**config.mk**
```make
export PLATFORM = sky130hd
export DESIGN_NAME = amp_fault_protection_reporting
export DESIGN_NICKNAME = d
export VERILOG_FILES = /design/src/rtl/amp_fault_pkg.sv /design/src/rtl/amp_fault_protection_reporting.sv
export SDC_FILE = /design/constraint.sdc
export NUM_CORES = 1
export LEC_CHECK = 0
export ABC_AREA = 1
export BUFFER_PORTS_ARGS = -buffer_cell sky130_fd_sc_hd__buf_2
export CAP_MARGIN = 15
export CORE_MARGIN = 4
export CORE_UTILIZATION = 55
export CTS_CLUSTER_SIZE = 12
export DETAILED_ROUTE_END_ITERATION = 10
export PLACE_DENSITY = 0.76
export SLEW_MARGIN = 10
export SYNTH_ARGS = -nofsm -noshare
export SYNTH_HDL_FRONTEND = slang
export SYNTH_SLANG_ARGS = --single-unit
```
**constraint.sdc**
```tcl
create_clock -name clk_sys -period 1.94 [get_ports clk_sys]
set_input_delay 0 -clock clk_sys [delete_from_list [all_inputs] [get_ports clk_sys]]
set_output_delay 0 -clock clk_sys [all_outputs]
set_load 0.05 [all_outputs]
```
**src/rtl/amp_fault_pkg.sv**
```systemverilog
// Package with constants and carrier types for the fault protection block
package amp_fault_pkg;
   // Number of half-bridge channels
   localparam int NUM_CH = 4;
   // Clock rate in kHz
   localparam int CLK_KHZ = 100000;
   // Overload escalation time, in microseconds
   localparam int OVERLOAD_TIME_US = 2600;
   // Overload escalation time in clock cycles (rounded down)
   localparam int OVERLOAD_CYCLES = OVERLOAD_TIME_US * (CLK_KHZ / 1000);
   // Width of the per-channel overload timer
   localparam int OVL_CNT_W = 19;
   // Reset value of latched fault state
   localparam logic RST_LATCH = 1'b0;

   // Detector inputs, all active high, taken as synchronous
   typedef struct packed {
      logic gateSupplyLow;       // Any gate_drive_supply below threshold
      logic logicSupplyLow;      // Logic or bridge supply below threshold
      logic analogSupplyLow;     // analog_regulator_supply below threshold
      logic powerOnReset;        // digital_regulator_supply low (POR)
      logic thermalWarnHot;      // Junction above warning level
      logic thermalWarnCool;     // Junction below lower warning level
      logic thermalHot;          // Junction above shutdown level
   } detect_s;

   // Per-channel detector inputs
   typedef struct packed {
      logic [NUM_CH-1:0] bootLow;     // Bootstrap node undervoltage
      logic [NUM_CH-1:0] limitHit;    // Cycle current limit tripped
      logic [NUM_CH-1:0] hardOc;      // Hard latched overcurrent
      logic [NUM_CH-1:0] pwmMissing;  // Input PWM below min frame rate
   } chan_detect_s;

   // Per-channel output drive control
   typedef struct packed {
      logic [NUM_CH-1:0] highZ;       // Whole half-bridge high impedance
      logic [NUM_CH-1:0] highOff;     // High-side switch off
      logic [NUM_CH-1:0] flipState;   // Force flipped output state
   } bridge_ctl_s;

   // Status of both alert pins
   typedef enum logic [2:0] {
      ST_NORMAL = 3'b001,
      ST_WARN = 3'b010,
      ST_ALERT = 3'b100
   } pin_state_e;
endpackage

```
**src/rtl/amp_fault_protection_reporting.sv**
```systemverilog
// Fault detection, shutdown and open-drain status reporting
`timescale 1ns/1ps

// Behaviour
// - Supply undervoltage: all bridges Hi-Z, alert low
// - Undervoltage clears itself when supplies recover
// - Power-on reset clears overload state
// - Reset low forces alert pin high
// - Alert and warning are active-low open-drain
// - Every shutdown fault except missing PWM drives alert low
// - Warning low when hot, self-clears, switching continues
// - Alert/warning pair encodes fault class
// - Global fault stops all channels, alert low except all-PWM-missing
// - Latched faults hold until reset toggled
// - Channel fault stops only affected channels
// - Bootstrap low turns off high side, silent
// - Current limit flips state at fs/2, silent until the overload time latches overload
// - Missing PWM: Hi-Z silently, global if all
// - Reset rising edge resumes after latched fault
module amp_fault_protection_reporting #(
   parameter int NUM_CH = amp_fault_pkg::NUM_CH,
   parameter int OVERLOAD_CYCLES = amp_fault_pkg::OVERLOAD_CYCLES
) (
   // Clock and reset
   input wire logic clk_sys,
   input wire logic rst,
   // Device reset pin, active low
   input wire logic reset_n,
   // Fault detectors
   input wire amp_fault_pkg::detect_s det,
   input wire amp_fault_pkg::chan_detect_s chDet,
   // Switch cycle strobe, one pulse per PWM cycle
   input wire logic pwmCycle,
   // Bridge drive control
   output amp_fault_pkg::bridge_ctl_s bridge,
   // Open-drain status pins
   output logic fault_n_o,
   output logic fault_n_oe,
   output logic thermal_warning_n_o,
   output logic thermal_warning_n_oe
);
   // Latched thermal shutdown
   logic thermalOff;
   // Latched per-channel overload shutdown
   logic [NUM_CH-1:0] overloadShutdown;
   // Per-channel limit duration timers
   logic [amp_fault_pkg::OVL_CNT_W-1:0] ovlCnt [NUM_CH];
   // Thermal warning state with hysteresis
   logic warnActive;
   // Flip toggle for current limiting
   logic [NUM_CH-1:0] flipPhase;
   // Pin state machine
   amp_fault_pkg::pin_state_e pinState;
   amp_fault_pkg::pin_state_e next_pinState;
   // Combined conditions
   logic supplyLow;
   logic latchClear;
   logic allPwmMissing;
   logic alertCond;

   // Saturating timer limit, cast to counter width
   localparam logic [amp_fault_pkg::OVL_CNT_W-1:0] OVL_LIMIT =
      amp_fault_pkg::OVL_CNT_W'(OVERLOAD_CYCLES);

   // Self-clearing supply fault, evaluated live
   always_comb begin
      supplyLow = det.gateSupplyLow | det.logicSupplyLow |
                  det.analogSupplyLow | det.powerOnReset;
   end

   // Latched state cleared by reset low or power-on reset
   always_comb begin
      latchClear = ~reset_n | det.powerOnReset;
   end

   // All channels missing PWM makes a global fault
   always_comb begin
      allPwmMissing = &chDet.pwmMissing;
   end

   // Thermal shutdown latch
   always_ff @(posedge clk_sys) begin
      if (rst) begin
         thermalOff <= amp_fault_pkg::RST_LATCH;
      end else if (det.thermalHot) begin
         thermalOff <= 1'b1;
      end else if (latchClear) begin
         thermalOff <= 1'b0;
      end
   end

   // Per-channel limit timers and overload latches
   always_ff @(posedge clk_sys) begin
      if (rst) begin
         overloadShutdown <= '0;
         for (int i = 0; i < NUM_CH; i++) begin
            ovlCnt[i] <= '0;
         end
      end else begin
         for (int i = 0; i < NUM_CH; i++) begin
            if (latchClear) begin
               // Reset low or POR clears overload
               ovlCnt[i] <= '0;
               overloadShutdown[i] <= 1'b0;
            end else begin
               // Hard overcurrent or sustained limiting latches
               if (chDet.hardOc[i] || (ovlCnt[i] == OVL_LIMIT)) begin
                  overloadShutdown[i] <= 1'b1;
               end
               // Timer runs while limiting, restarts otherwise
               if (!chDet.limitHit[i]) begin
                  ovlCnt[i] <= '0;
               end else if (ovlCnt[i] != OVL_LIMIT) begin
                  ovlCnt[i] <= ovlCnt[i] + 1'b1;
               end
            end
         end
      end
   end

   // Warning with hysteresis between hot and cool levels
   always_ff @(posedge clk_sys) begin
      if (rst) begin
         warnActive <= 1'b0;
      end else if (det.thermalWarnHot) begin
         warnActive <= 1'b1;
      end else if (det.thermalWarnCool) begin
         warnActive <= 1'b0;
      end
   end

   // Flip phase toggles each PWM cycle while limiting, giving fs/2
   always_ff @(posedge clk_sys) begin
      if (rst) begin
         flipPhase <= '0;
      end else begin
         for (int i = 0; i < NUM_CH; i++) begin
            if (!chDet.limitHit[i]) begin
               flipPhase[i] <= 1'b0;
            end else if (pwmCycle) begin
               flipPhase[i] <= ~flipPhase[i];
            end
         end
      end
   end

   // Bridge control: global faults stop all, channel faults one
   always_ff @(posedge clk_sys) begin
      if (rst) begin
         bridge.highZ <= '1;
         bridge.highOff <= '0;
         bridge.flipState <= '0;
      end else begin
         for (int i = 0; i < NUM_CH; i++) begin
            // Global causes hit every channel
            bridge.highZ[i] <= supplyLow | thermalOff | allPwmMissing |
                               ~reset_n |
                               overloadShutdown[i] |
                               chDet.pwmMissing[i];
         end
         bridge.highOff <= chDet.bootLow;
         bridge.flipState <= chDet.limitHit & flipPhase;
      end
   end

   // Alert condition: any reported shutdown fault
   always_comb begin
      alertCond = supplyLow | thermalOff | (|overloadShutdown);
   end

   // Pin state next value; reset low masks the alert
   always_comb begin
      if (reset_n && alertCond) begin
         next_pinState = amp_fault_pkg::ST_ALERT;
      end else if (warnActive) begin
         next_pinState = amp_fault_pkg::ST_WARN;
      end else begin
         next_pinState = amp_fault_pkg::ST_NORMAL;
      end
   end

   // Pin state register
   always_ff @(posedge clk_sys) begin
      if (rst) begin
         pinState <= amp_fault_pkg::ST_NORMAL;
      end else begin
         pinState <= next_pinState;
      end
   end

   // Open-drain pins: output low always, enable pulls low
   always_ff @(posedge clk_sys) begin
      if (rst) begin
         fault_n_o <= 1'b0;
         fault_n_oe <= 1'b0;
         thermal_warning_n_o <= 1'b0;
         thermal_warning_n_oe <= 1'b0;
      end else begin
         fault_n_o <= 1'b0;
         thermal_warning_n_o <= 1'b0;
         case (next_pinState)
            amp_fault_pkg::ST_ALERT: begin
               fault_n_oe <= 1'b1;
               thermal_warning_n_oe <= thermalOff | warnActive;
            end
            amp_fault_pkg::ST_WARN: begin
               fault_n_oe <= 1'b0;
               thermal_warning_n_oe <= 1'b1;
            end
            amp_fault_pkg::ST_NORMAL: begin
               fault_n_oe <= 1'b0;
               thermal_warning_n_oe <= 1'b0;
            end
            default: begin
               fault_n_oe <= 1'b0;
               thermal_warning_n_oe <= 1'b0;
            end
         endcase
      end
   end

   // Reset pin low keeps alert released
   a_reset_masks_alert: assert property (
      @(posedge clk_sys) disable iff (rst)
      !reset_n |=> !fault_n_oe)
      else $error("alert pulled low while reset pin low");

   // Supply low pulls alert and tristates bridges next cycle
   a_supply_shutdown: assert property (
      @(posedge clk_sys) disable iff (rst)
      (supplyLow && reset_n) |=> (fault_n_oe && (&bridge.highZ)))
      else $error("supply low did not shut down");

   // Thermal shutdown holds until reset pin goes low or power-on reset
   a_thermal_latch: assert property (
      @(posedge clk_sys) disable iff (rst)
      (thermalOff && reset_n && !det.powerOnReset) |=> thermalOff)
      else $error("thermal shutdown latch dropped");

   // Thermal shutdown shows on both pins
   a_both_pins_low: assert property (
      @(posedge clk_sys) disable iff (rst)
      (thermalOff && reset_n) |=>
         (fault_n_oe && thermal_warning_n_oe))
      else $error("thermal shutdown not reported on both pins");

   // Bootstrap low affects only high side, not alert
   a_boot_silent: assert property (
      @(posedge clk_sys) disable iff (rst)
      (chDet.bootLow[0] && !alertCond) |=>
         (bridge.highOff[0] && !fault_n_oe))
      else $error("bootstrap fault handled wrongly");

   // Single-channel missing PWM leaves another channel running
   a_channel_isolated: assert property (
      @(posedge clk_sys) disable iff (rst)
      (chDet.pwmMissing == NUM_CH'(1) && reset_n && !alertCond) |=>
         (bridge.highZ[0] && !bridge.highZ[1]))
      else $error("channel fault spread to other channels");

   // Hot warning with no fault lowers only the warning pin
   a_warning_only: assert property (
      @(posedge clk_sys) disable iff (rst)
      (det.thermalWarnHot && !alertCond) ##1 !alertCond |=>
         (thermal_warning_n_oe && !fault_n_oe))
      else $error("warning not reported alone");

   // Timer at limit latches overload next cycle
   a_overload_escalate: assert property (
      @(posedge clk_sys) disable iff (rst)
      (ovlCnt[0] == OVL_LIMIT && !latchClear) |=> overloadShutdown[0])
      else $error("sustained limiting did not latch");

   // Power-on reset clears overload state
   a_por_clears: assert property (
      @(posedge clk_sys) disable iff (rst)
      (det.powerOnReset && !chDet.hardOc[0]) |=> !overloadShutdown[0])
      else $error("power-on reset did not clear overload");

   // Latched overload keeps its channel off and alert low
   a_overload_holds: assert property (
      @(posedge clk_sys) disable iff (rst)
      (overloadShutdown[0] && reset_n) |=>
         (fault_n_oe && bridge.highZ[0]))
      else $error("latched overload not held");

   // Current limiting alone does not pull the alert pin until it latches overload
   a_limit_silent: assert property (
      @(posedge clk_sys) disable iff (rst)
      ((|chDet.limitHit) && !alertCond) |=> !fault_n_oe)
      else $error("current limiting reported on alert pin");

   // Missing PWM everywhere stops all bridges without a report
   a_pwm_silent: assert property (
      @(posedge clk_sys) disable iff (rst)
      (allPwmMissing && !alertCond) |=>
         ((&bridge.highZ) && !fault_n_oe))
      else $error("missing PWM handled wrongly");

   // Warning state drives only the warning pin
   a_pin_state_warn: assert property (
      @(posedge clk_sys) disable iff (rst)
      (pinState == amp_fault_pkg::ST_WARN) |->
         (thermal_warning_n_oe && !fault_n_oe))
      else $error("warning state drives wrong pins");
endmodule // amp_fault_protection_reporting

```
==> key figures, run 1 <==
Routing
  – Starting DRC count in detailed routing: 260
  – Residual DRC count: 0
  – DR vias/cell: 5.133
  – Total wire length after detailed routing: 11800 um
  – DRT antenna net count: 0
  – Routed WL per cell: 12.74 um
  – Total via count after detailed routing: 4753
  – Drt pass-1 iters: 5

Timing
  – Final hold violations: 0
  – Tcrit/Tclk final: 92.17%
  – Count of final setup violators: 0
  – Fmax: 0.5592 GHz
  – RSZ-0062 raised after global routing: no
  – Number of slew-limit violations in the final report: 0
  – Clock Skews: 0.01011 ns
  – Clock period minus final worst setup slack: 1.788 ns

Clock network
  – Clock Latency Late Sink: 0.39 ns
  – Longest Clk Path Bufs: 2
  – Reg clk slew, reported paths: 0.11 ns
  – Master cell of the clock root buffer: sky130_fd_sc_hd__clkbuf_8
  – Clock tree from TritonCTS: yes
  – Clock buffer count from CTS: 9
  – Sink count of the clock tree: 100
  – # H-tree levels: 3
  – Post-CTS setup repair buffer count: 0

Flow run
  – Number of max-cap violations: 0

GRT
  – Global-route wire length before repair: 20160 um
  – Number of global-route vias before repair: 4589
  – Maximum number of pins on one net before global-route repair: 20
  – Met2 Use GR: 35.88%
  – Most used routing layer in global routing: met2
  – Met1 track demand over resource in global routing: 27.89%
  – Initial antenna violation count: 0
  – GRT Total Usage: 21.35%
  – Met3 demand-to-capacity share in global routing: 3.316%
  – Overflow left after global routing: 0

Pwr
  – Static power due to leakage: 2.439 nW
  – Power density over the cells: 627.7 mW/mm2
  – Maximum VDD drop: 0.3836 mV
  – Post-layout power: 4.056 mW

Final layout
  – Final non-filler cell total: 926
  – Commonest non-fill, non-tap cells in the layout: 167 x sky130_fd_sc_hd__nand2_1, 144 x sky130_fd_sc_hd__nor2_1, 92 x sky130_fd_sc_hd__inv_1
  – Fill cell total of the finished layout: 823
  – Fraction of the core area covered by cells at the end of the flow: 65.50%
  – Most common cell after layout, fill and taps aside: sky130_fd_sc_hd__nand2_1
  – Ratio of cells with drive above 1 in the final layout: 13.01%
  – Net count, final: 822
  – Signed area change from the synthesized netlist to the final layout: 15.35%

Die
  – Placeable Area: 0.009864 mm2
  – Initial Utilization: 56.79%
  – Cell row count: 36
  – Die Outline Area: 0.01186 mm2
  – Die boundary width: 108.9 um
  – Die outline height: 108.9 um
  – I/O pin total: 43

Setup path
  – Peak per-stage delay on the critical path: 0.40 ns
  – Crit path max-delay family: simple AND/OR/NAND/NOR gates
  – Nature of the critical path startpoint: flop
  – Series of cell instances along the critical path: ha_1 -> nand3_1 -> nor2_1 -> nand2_1 -> or2_2 -> a21oi_1
  – Setup slack, reg-to-reg: 0.15 ns
  – Required time worst endpoint: 2.18 ns
  – Slowest stage cell, crit path: sky130_fd_sc_hd__edfxtp_1
  – Crit path max fanout: 4
  – WS Path Type: flop to flop
  – Number of buffers and inverters on the critical path: 0
  – CP arrival: 2.03 ns
  – Setup crit end kind: flop

Status
  – Status: finished clean

Logic synthesis
  – Post-synthesis sequential area ratio: 49.32%
  – Mapped Avg Cell Area: 7.901 um2
  – Yosys warning count: 0
  – Flop and latch count out of synthesis: 100
  – Number of cells produced by synthesis: 709
  – Count of distinct cell types in the synthesized netlist: 32
  – Cell area after synthesis: 0.005602 mm2

Placement
  – Total of buffers placed on input and output ports: 40
  – Placed cell count: 885
  – Routability congestion estimate from global placement: 0.9350
  – Final HPWL DP: 8708 um

Worst hold path
  – Type of the most critical hold path: input pin to flop
[cell families (layout without fill, tap and decap cells)]
logic type / after synthesis / after routing / synth area share [%]
AND/OR/NAND/NOR: 421 / 421 / 32.28
XOR/XNOR: 29 / 29 / 4.534
buffers and inverters: 103 / 185 / 7.572
other: 1 / 3 / 0.06694
adder cells (fa/ha/maj): 8 / 8 / 1.787
AO/OA/AOI/OAI: 47 / 47 / 4.445
flip-flops: 100 / 100 / 49.32
[layer usage]
layer | wire length, um | up-vias
met4 | 197 | 0
met1 | 5319 | 2171
met5 | 0 | -
met3 | 639 | 24
li1 | - | 2422
met2 | 5642 | 136
[report_power, final]
group / switching, mW / internal [mW]
registers: 0.0124 / 2.29
clock network: 0.801 / 0.748
logic: 0.122 / 0.0834
total: 0.935 / 3.12
[synthesized netlist by cell type (all sizes together)]
cell type    n  share of area (%)
a21oi       32                2.9
a31oi        1               0.11
a41oi        1               0.16
buf          7                1.1
clkbuf       2               0.13
conb         1              0.067
dfxtp       24                8.6
edfxtp      76                 41
ha           8                1.8
inv         94                6.3
nand2      170                 12
nand3       43                3.8
nand4       16                1.8
nor2       165                 12
nor3        14                1.3
nor4         1               0.11
o21ai       11                1.0
o21bai       2               0.27
or2         12                1.3
xnor2       12                1.9
xor2        17                2.7
[worst paths after layout]
path / depth (start not counted) / to / start
hold / removal: 4 / overloadShutdown[2] / det[3]
setup / recovery: 6 / ovlCnt[0][10] / ovlCnt[0][0]
setup reg to reg: 6 / ovlCnt[0][10] / ovlCnt[0][0]
hold reg to reg: 2 / bridge[0] / flipPhase[0]
[final cells by class]
cell class / count / area [um2] / area share, %
well taps: 133 / 166.4 / 2.576
inverters: 94 / 355.3 / 5.500
flip-flops and latches: 100 / 2763 / 42.76
repair buffers: 75 / 523.0 / 8.095
clock buffers: 9 / 123.9 / 1.917
diodes: 1 / 2.502 / 0.03873
multi-input cells: 507 / 2424 / 37.51
clock inverters: 7 / 103.9 / 1.607
[worst reg2reg max path: cells and delay by family (launching register included)]
kind                       cells  cell delay [ns]
and+or+nand+nor                4             0.89
DFF                            1             0.40
adders and majority gates      1             0.22
AOI/OAI and AO/OA              1             0.14
[state kept, by name, indices dropped and copies added (netlist names)]
register / flops
bridge: 12
fault_n_oe: 1
thermalOff: 1
flipPhase: 4
thermal_warning_n_oe: 1
warnActive: 1
ovlCnt: 76
overloadShutdown: 4
[through the flow]
stage               setup TNS (ns)  hold slack, ns  setup slack (ns)  area (um2)
floorplan                  -0.8117          0.1070          -0.04272        5608
global placement                 0          0.1995            0.2412        5988
detailed placement               0          0.2071            0.1609        5988
CTS                              0         0.03368            0.1516        6456
global route                     0         0.04620           0.01350        6459
finish                           0         0.03843            0.1519        6461
[timing repair]
item                                   in CTS  in global routing
endpoints found under the hold margin      22                  0
setup endpoints to repair                   0                  7
hold buffers                               24                  0
resized for setup                           0                  1
Power figures use the tool's default switching activity.
==> run 2, diff against run 1 <==
--- a/config.mk
+++ b/config.mk
@@ -12,7 +12,7 @@
 export CORE_UTILIZATION = 55
 export CTS_CLUSTER_SIZE = 12
 export DETAILED_ROUTE_END_ITERATION = 10
-export PLACE_DENSITY = 0.76
+export PLACE_DENSITY = 0.84
 export SLEW_MARGIN = 10
 export SYNTH_ARGS = -nofsm -noshare
 export SYNTH_HDL_FRONTEND = slang
==> run 2 against run 1 <==
- clock-buffer cell count rose by 1
- non-clock buffer count fell by 4
- worst setup slack improved by 0.055 ns
- die area did not move
- wire length rose by 0.19%
- worst hold slack got worse by 0.024 ns
- utilization fell by 0.33 points
- highest routed layer unchanged
==> key figures, run 2 (synthesis gave the netlist of run 1 again) <==
Routing
  – Routed WL per cell: 12.83 um
  – DRT antenna net count: 0
  – Drt pass-1 iters: 5
  – Starting DRC count in detailed routing: 311
  – DR vias/cell: 5.172
  – Total wire length after detailed routing: 11820 um
  – Residual DRC count: 0
  – Total via count after detailed routing: 4763

Pwr
  – Psw: 863.0 uW
  – Clk network pwr share: 37.3%
  – Post-layout power: 3.992 mW
  – Int Pwr: 3.129 mW
  – Sw Ratio: 21.62%
  – Static power due to leakage: 2.415 nW
  – Combinational cell fraction of total power: 5.0%
  – Maximum VDD drop: 0.4120 mV
  – Power density over the cells: 621.0 mW/mm2
  – Relative contribution of sequential cells to total power: 57.7%

Clock network
  – Clock tree from TritonCTS: yes
  – Post-CTS setup repair buffer count: 0
  – # H-tree levels: 3
  – Clock Latency Late Sink: 0.36 ns
  – Reg clk slew, reported paths: 0.10 ns
  – Clock buffer count from CTS: 9
  – Sink count of the clock tree: 100
  – Longest Clk Path Bufs: 2
  – Master cell of the clock root buffer: sky130_fd_sc_hd__clkbuf_8

Worst hold path
  – Depth of the worst hold-timing path: 3
  – Type of the most critical hold path: input pin to flop
  – Startpoint of the worst hold path: pwmCycle

Final layout
  – Commonest non-fill, non-tap cells in the layout: 167 x sky130_fd_sc_hd__nand2_1, 143 x sky130_fd_sc_hd__nor2_1, 92 x sky130_fd_sc_hd__inv_1
  – Signed area change from the synthesized netlist to the final layout: 14.76%
  – Final non-filler cell total: 921
  – Most common cell after layout, fill and taps aside: sky130_fd_sc_hd__nand2_1
  – Ratio of cells with drive above 1 in the final layout: 12.94%
  – Final cell area excluding filler cells: 0.006429 mm2
  – Largest registers: ovlCnt (76), bridge (12)
  – Count of antenna diodes in the layout: 0
  – Flip-flop count of the largest register, all copies and words added: 76
  – Fraction of the core area covered by cells at the end of the flow: 65.17%
  – Footprint of the multi-input gates: 0.002431 mm2
  – Fill cell total of the finished layout: 801
  – Top reg by flops: ovlCnt
  – Net count, final: 818
  – Area occupied by registers: 0.002763 mm2

Timing
  – Setup_tns: 0 ns
  – Tcrit/Tclk final: 89.33%
  – Fmax: 0.5770 GHz
  – RSZ-0062 raised after global routing: no
  – Number of slew-limit violations in the final report: 0
  – Clock Skews: 0.006483 ns
  – Final hold violations: 0
  – Clock period minus final worst setup slack: 1.733 ns
  – Worst hold margin: 0.01468 ns
  – Setup ws final: 0.2070 ns
  – Count of final setup violators: 0

Placement
  – Instance area at placement: 0.005973 mm2
  – Final HPWL DP: 8545 um
  – Worst slack after detailed placement: 0.08116 ns
  – Total of buffers placed on input and output ports: 40
  – Routability congestion estimate from global placement: 0.9376
  – Placed cell count: 883

Die
  – Placeable Area: 0.009864 mm2
  – Die Outline Area: 0.01186 mm2
  – Cell row count: 36
  – Die outline height: 108.9 um
  – I/O pin total: 43
  – Die boundary width: 108.9 um
  – Initial Utilization: 56.79%

GRT
  – Number of global-route vias before repair: 4780
  – Overflow left after global routing: 0
  – Global-route wire length before repair: 20390 um
  – Initial antenna violation count: 0
  – Maximum number of pins on one net before global-route repair: 20
  – GRT Total Usage: 21.37%

Flow run
  – Number of max-cap violations: 0

Setup path
  – Launch instance of the worst register-to-register path: ovlCnt[1][0]
  – Crit path max fanout: 14
  – Number of cells traversed by the worst register-to-register path: 9
  – Nature of the critical path startpoint: flop
  – Required time worst endpoint: 2.06 ns
  – WS Path Type: flop to flop
  – Setup crit end kind: flop
  – Worst setup path startpoint: ovlCnt[1][0]
  – CP arrival: 1.85 ns

Status
  – Status: finished clean
==> run 2: cell count changes in the layout (fill, tap and decap cells not counted), moves of 2 or more <==
cell and change:
sky130_fd_sc_hd__buf_4 -2, sky130_fd_sc_hd__clkinvlp_4 +3, sky130_fd_sc_hd__dlygate4sd3_1 -2, sky130_fd_sc_hd__inv_6 -4
==> run 2: worst max-delay path: stages (launching register included) <==
cell and delay [ns]:
sky130_fd_sc_hd__edfxtp_1 0.48, sky130_fd_sc_hd__inv_1 0.11, sky130_fd_sc_hd__ha_1 0.14, sky130_fd_sc_hd__inv_1 0.05, sky130_fd_sc_hd__nor2_2 0.11, sky130_fd_sc_hd__nand3_1 0.09, sky130_fd_sc_hd__nor2_1 0.11, sky130_fd_sc_hd__nand2_1 0.09
sky130_fd_sc_hd__nand2_2 0.21, sky130_fd_sc_hd__nor2_1 0.09
==> run 2: area by class of cell <==
| cell class | count | area share (%) |
|---|---|---|
| Tap cell | 133 | 2.589 |
| Clock inverter | 6 | 1.362 |
| Sequential cell | 100 | 42.97 |
| Timing Repair Buffer | 71 | 7.590 |
| Clock buffer | 10 | 2.141 |
| Inverter | 94 | 5.527 |
| Multi-Input combinational cell | 507 | 37.82 |
==> run 2: final timing paths <==
kind	end	slack [ns]
setup / recovery	ovlCnt[1][12]	0.21
setup reg to reg	ovlCnt[1][12]	0.21
hold reg to reg	bridge[3]	0.45
hold / removal	flipPhase[0]	0.01
==> run 2: routing by layer <==
layer / share of wire (%) / global-route usage [%] / up-vias
li1: - / - / 2410
met1: 43 / 27.02 / 2163
met2: 49 / 36.89 / 163
met3: 5.8 / 3.079 / 27
met4: 2.1 / 8.386 / 0
met5: 0 / 0 / -
==> run 2: repair_timing <==
| item | in CTS | in global routing |
|---|---|---|
| hold buffers | 22 | 0 |
| hold endpoints to repair | 22 | 0 |
| endpoints found under the setup margin | 0 | 40 |
| resized for setup | 0 | 3 |
==> run 2: power by group through the flow <==
stage	sequential, mW	clock [mW]	combinational (mW)
after floorplan	2.38	0	0.0861
after global placement	2.35	0	0.164
after detailed placement	2.35	0	0.167
after CTS	2.30	1.52	0.200
after global routing	2.31	1.59	0.220
final	2.30	1.49	0.201
==> run 3, diff against run 2 <==
--- a/config.mk
+++ b/config.mk
@@ -9,10 +9,10 @@
 export BUFFER_PORTS_ARGS = -buffer_cell sky130_fd_sc_hd__buf_2
 export CAP_MARGIN = 15
 export CORE_MARGIN = 4
-export CORE_UTILIZATION = 55
+export CORE_UTILIZATION = 64
 export CTS_CLUSTER_SIZE = 12
 export DETAILED_ROUTE_END_ITERATION = 10
-export PLACE_DENSITY = 0.84
+export PLACE_DENSITY = 0.91
 export SLEW_MARGIN = 10
 export SYNTH_ARGS = -nofsm -noshare
 export SYNTH_HDL_FRONTEND = slang
==> constraint.sdc (replaced) <==
create_clock -name clk_sys -period 2 [get_ports clk_sys]
set_input_delay 0 -clock clk_sys [delete_from_list [all_inputs] [get_ports clk_sys]]
set_output_delay 0 -clock clk_sys [all_outputs]
set_load 0.05 [all_outputs]
==> run 3 against run 2 <==
- critical path depth is 2 lower
- critical path type unchanged
- utilization is 11 points higher
- global-route usage up 4.0 points
- sequential share of layout area grew 0.26 points
- worst setup slack worse by 0.090 ns
- final cell count is 2.4% lower
- wire length is 5.8% higher
- maximum frequency fell by 8.0%
- combinational power barely moved
==> key figures, run 3 (synthesis gave the netlist of run 1 again) <==
Status
  – Status: finished clean

Routing
  – Routed length on met1: 5155 um
  – Top Layer Used: met4
  – DR vias/cell: 5.467
  – Total via count after detailed routing: 4915
  – DRT antenna net count: 0
  – Starting DRC count in detailed routing: 279
  – Residual DRC count: 0
  – Routed WL per cell: 13.91 um
  – Total wire length after detailed routing: 12510 um
  – Met2 routed WL: 6240 um
  – Amount of wire on met3 after detailed routing: 826 um
  – Drt pass-1 iters: 5

GRT
  – Overflow left after global routing: 0
  – Global-route wire length before repair: 20760 um
  – Initial antenna violation count: 0
  – GRT Total Usage: 25.37%
  – Number of global-route vias before repair: 4654
  – Maximum number of pins on one net before global-route repair: 19

Pwr
  – Static power due to leakage: 2.418 nW
  – Post-layout power: 3.688 mW
  – Maximum VDD drop: 0.5160 mV
  – Power density over the cells: 577.2 mW/mm2

Placement
  – Routability congestion estimate from global placement: 0.9367
  – Total of buffers placed on input and output ports: 40
  – Final HPWL DP: 9000 um

Timing
  – Fmax: 0.5310 GHz
  – Clock period minus final worst setup slack: 1.883 ns
  – Clock Skews: 0.01360 ns
  – Tcrit/Tclk final: 94.15%
  – Number of slew-limit violations in the final report: 0
  – Final hold violations: 0
  – RSZ-0062 raised after global routing: no
  – Count of final setup violators: 0
  – Setup_tns: 0 ns

Worst hold path
  – Startpoint of the worst hold path: det[3]
  – Type of the most critical hold path: input pin to flop
  – Worst Hold Endpoint: overloadShutdown[2]
  – Depth of the worst hold-timing path: 4

Final layout
  – Net count, final: 824
  – Signed area change from the synthesized netlist to the final layout: 14.07%
  – Most common cell after layout, fill and taps aside: sky130_fd_sc_hd__nand2_1
  – Area occupied by registers: 0.002763 mm2
  – Fill cell total of the finished layout: 566
  – Top reg by flops: ovlCnt
  – Count of antenna diodes in the layout: 0
  – Ratio of cells with drive above 1 in the final layout: 13.22%
  – Flip-flop count of the largest register, all copies and words added: 76
  – Largest registers: ovlCnt (76), bridge (12)
  – Commonest non-fill, non-tap cells in the layout: 168 x sky130_fd_sc_hd__nand2_1, 144 x sky130_fd_sc_hd__nor2_1, 92 x sky130_fd_sc_hd__inv_1
  – Footprint of the multi-input gates: 0.002421 mm2

Clock network
  – Clock tree from TritonCTS: yes
  – Reg clk slew, reported paths: 0.10 ns
  – # H-tree levels: 3
  – Longest Clk Path Bufs: 2
  – Master cell of the clock root buffer: sky130_fd_sc_hd__clkbuf_8
  – Sink count of the clock tree: 100
  – Clock Latency Late Sink: 0.38 ns
  – Clock buffer count from CTS: 9
  – Resize count post-CTS: 0

Setup path
  – Setup crit end kind: flop
  – WS Path Type: flop to flop
  – Setup slack, reg-to-reg: 0.12 ns
  – Crit path max fanout: 18
  – CP arrival: 2.00 ns
  – Endpoint of the worst register-to-register path: ovlCnt[2][15]
  – Nature of the critical path startpoint: flop
  – Launch instance of the worst register-to-register path: ovlCnt[2][0]
  – Required time worst endpoint: 2.12 ns
  – Worst setup path startpoint: ovlCnt[2][0]
  – Number of cells traversed by the worst register-to-register path: 7

Die
  – Placeable Area: 0.008382 mm2
  – Die boundary width: 101.6 um
  – Initial Utilization: 66.83%
  – Die Outline Area: 0.01031 mm2
  – I/O pin total: 43
  – Cell row count: 33
  – Die outline height: 101.6 um

Flow run
  – Number of max-cap violations: 0
-- run 3: worst max-delay path by stage --
stage | cells after the start | end
floorplan | 7 | ovlCnt[1][0]
global placement | 8 | ovlCnt[1][3]
detailed placement | 9 | ovlCnt[3][18]
CTS | 9 | ovlCnt[3][18]
global route | 10 | ovlCnt[1][9]
finish | 7 | ovlCnt[2][15]
-- run 3: where the power goes --
group,internal [mW],leakage (nW),switching (mW)
sequential,2.22,1.13,0.0137
clock,0.472,0.0844,0.778
combinational,0.0810,1.20,0.122
-- run 3: stage by stage --
step | util (%) | instances | cell area [um2] | hold slack [ns] | setup WS (ns)
2_1_floorplan | - | 710 | 5608 | 0.1070 | 0.01728
3_3_place_gp | 71.12 | 858 | 5961 | 0.2033 | 0.2571
3_5_place_dp | 71.12 | 858 | 5961 | 0.2131 | 0.1580
4_1_cts | 75.94 | 896 | 6365 | 0.01302 | 0.1330
5_1_grt | 76.24 | 899 | 6390 | 0.04960 | 0.02982
6_report | 76.24 | 899 | 6390 | 0.04631 | 0.1169
-- run 3: repair_timing --
item,CTS,global route
endpoints found under the hold margin,22,1
setup buffers,0,2
hold buffers,22,1
setup endpoints to repair,0,9
-- run 3: area by class of cell --
type                            count  area share [%]
Tap cell                          105           2.056
Clock buffer                        9           1.939
Sequential cell                   100           43.23
Inverter                           94           5.561
Timing Repair Buffer               77           8.381
Multi-Input combinational cell    507           37.89
Clock inverter                      7          0.9399
-- run 3: layer usage --
metal  track usage (%)  up-vias
met4             8.078        0
met2             44.22      207
met1             32.10     2249
li1                  -     2428
met5                 0        -
met3             4.545       31
-- run 3: critical path, stage by stage, from the launching register on --
cell,delay (ns)
sky130_fd_sc_hd__edfxtp_1,0.49
sky130_fd_sc_hd__inv_1,0.11
sky130_fd_sc_hd__ha_1,0.18
sky130_fd_sc_hd__nand3_1,0.10
sky130_fd_sc_hd__nor2_1,0.18
sky130_fd_sc_hd__nand3_1,0.15
sky130_fd_sc_hd__nand2_2,0.32
sky130_fd_sc_hd__nor2_1,0.10
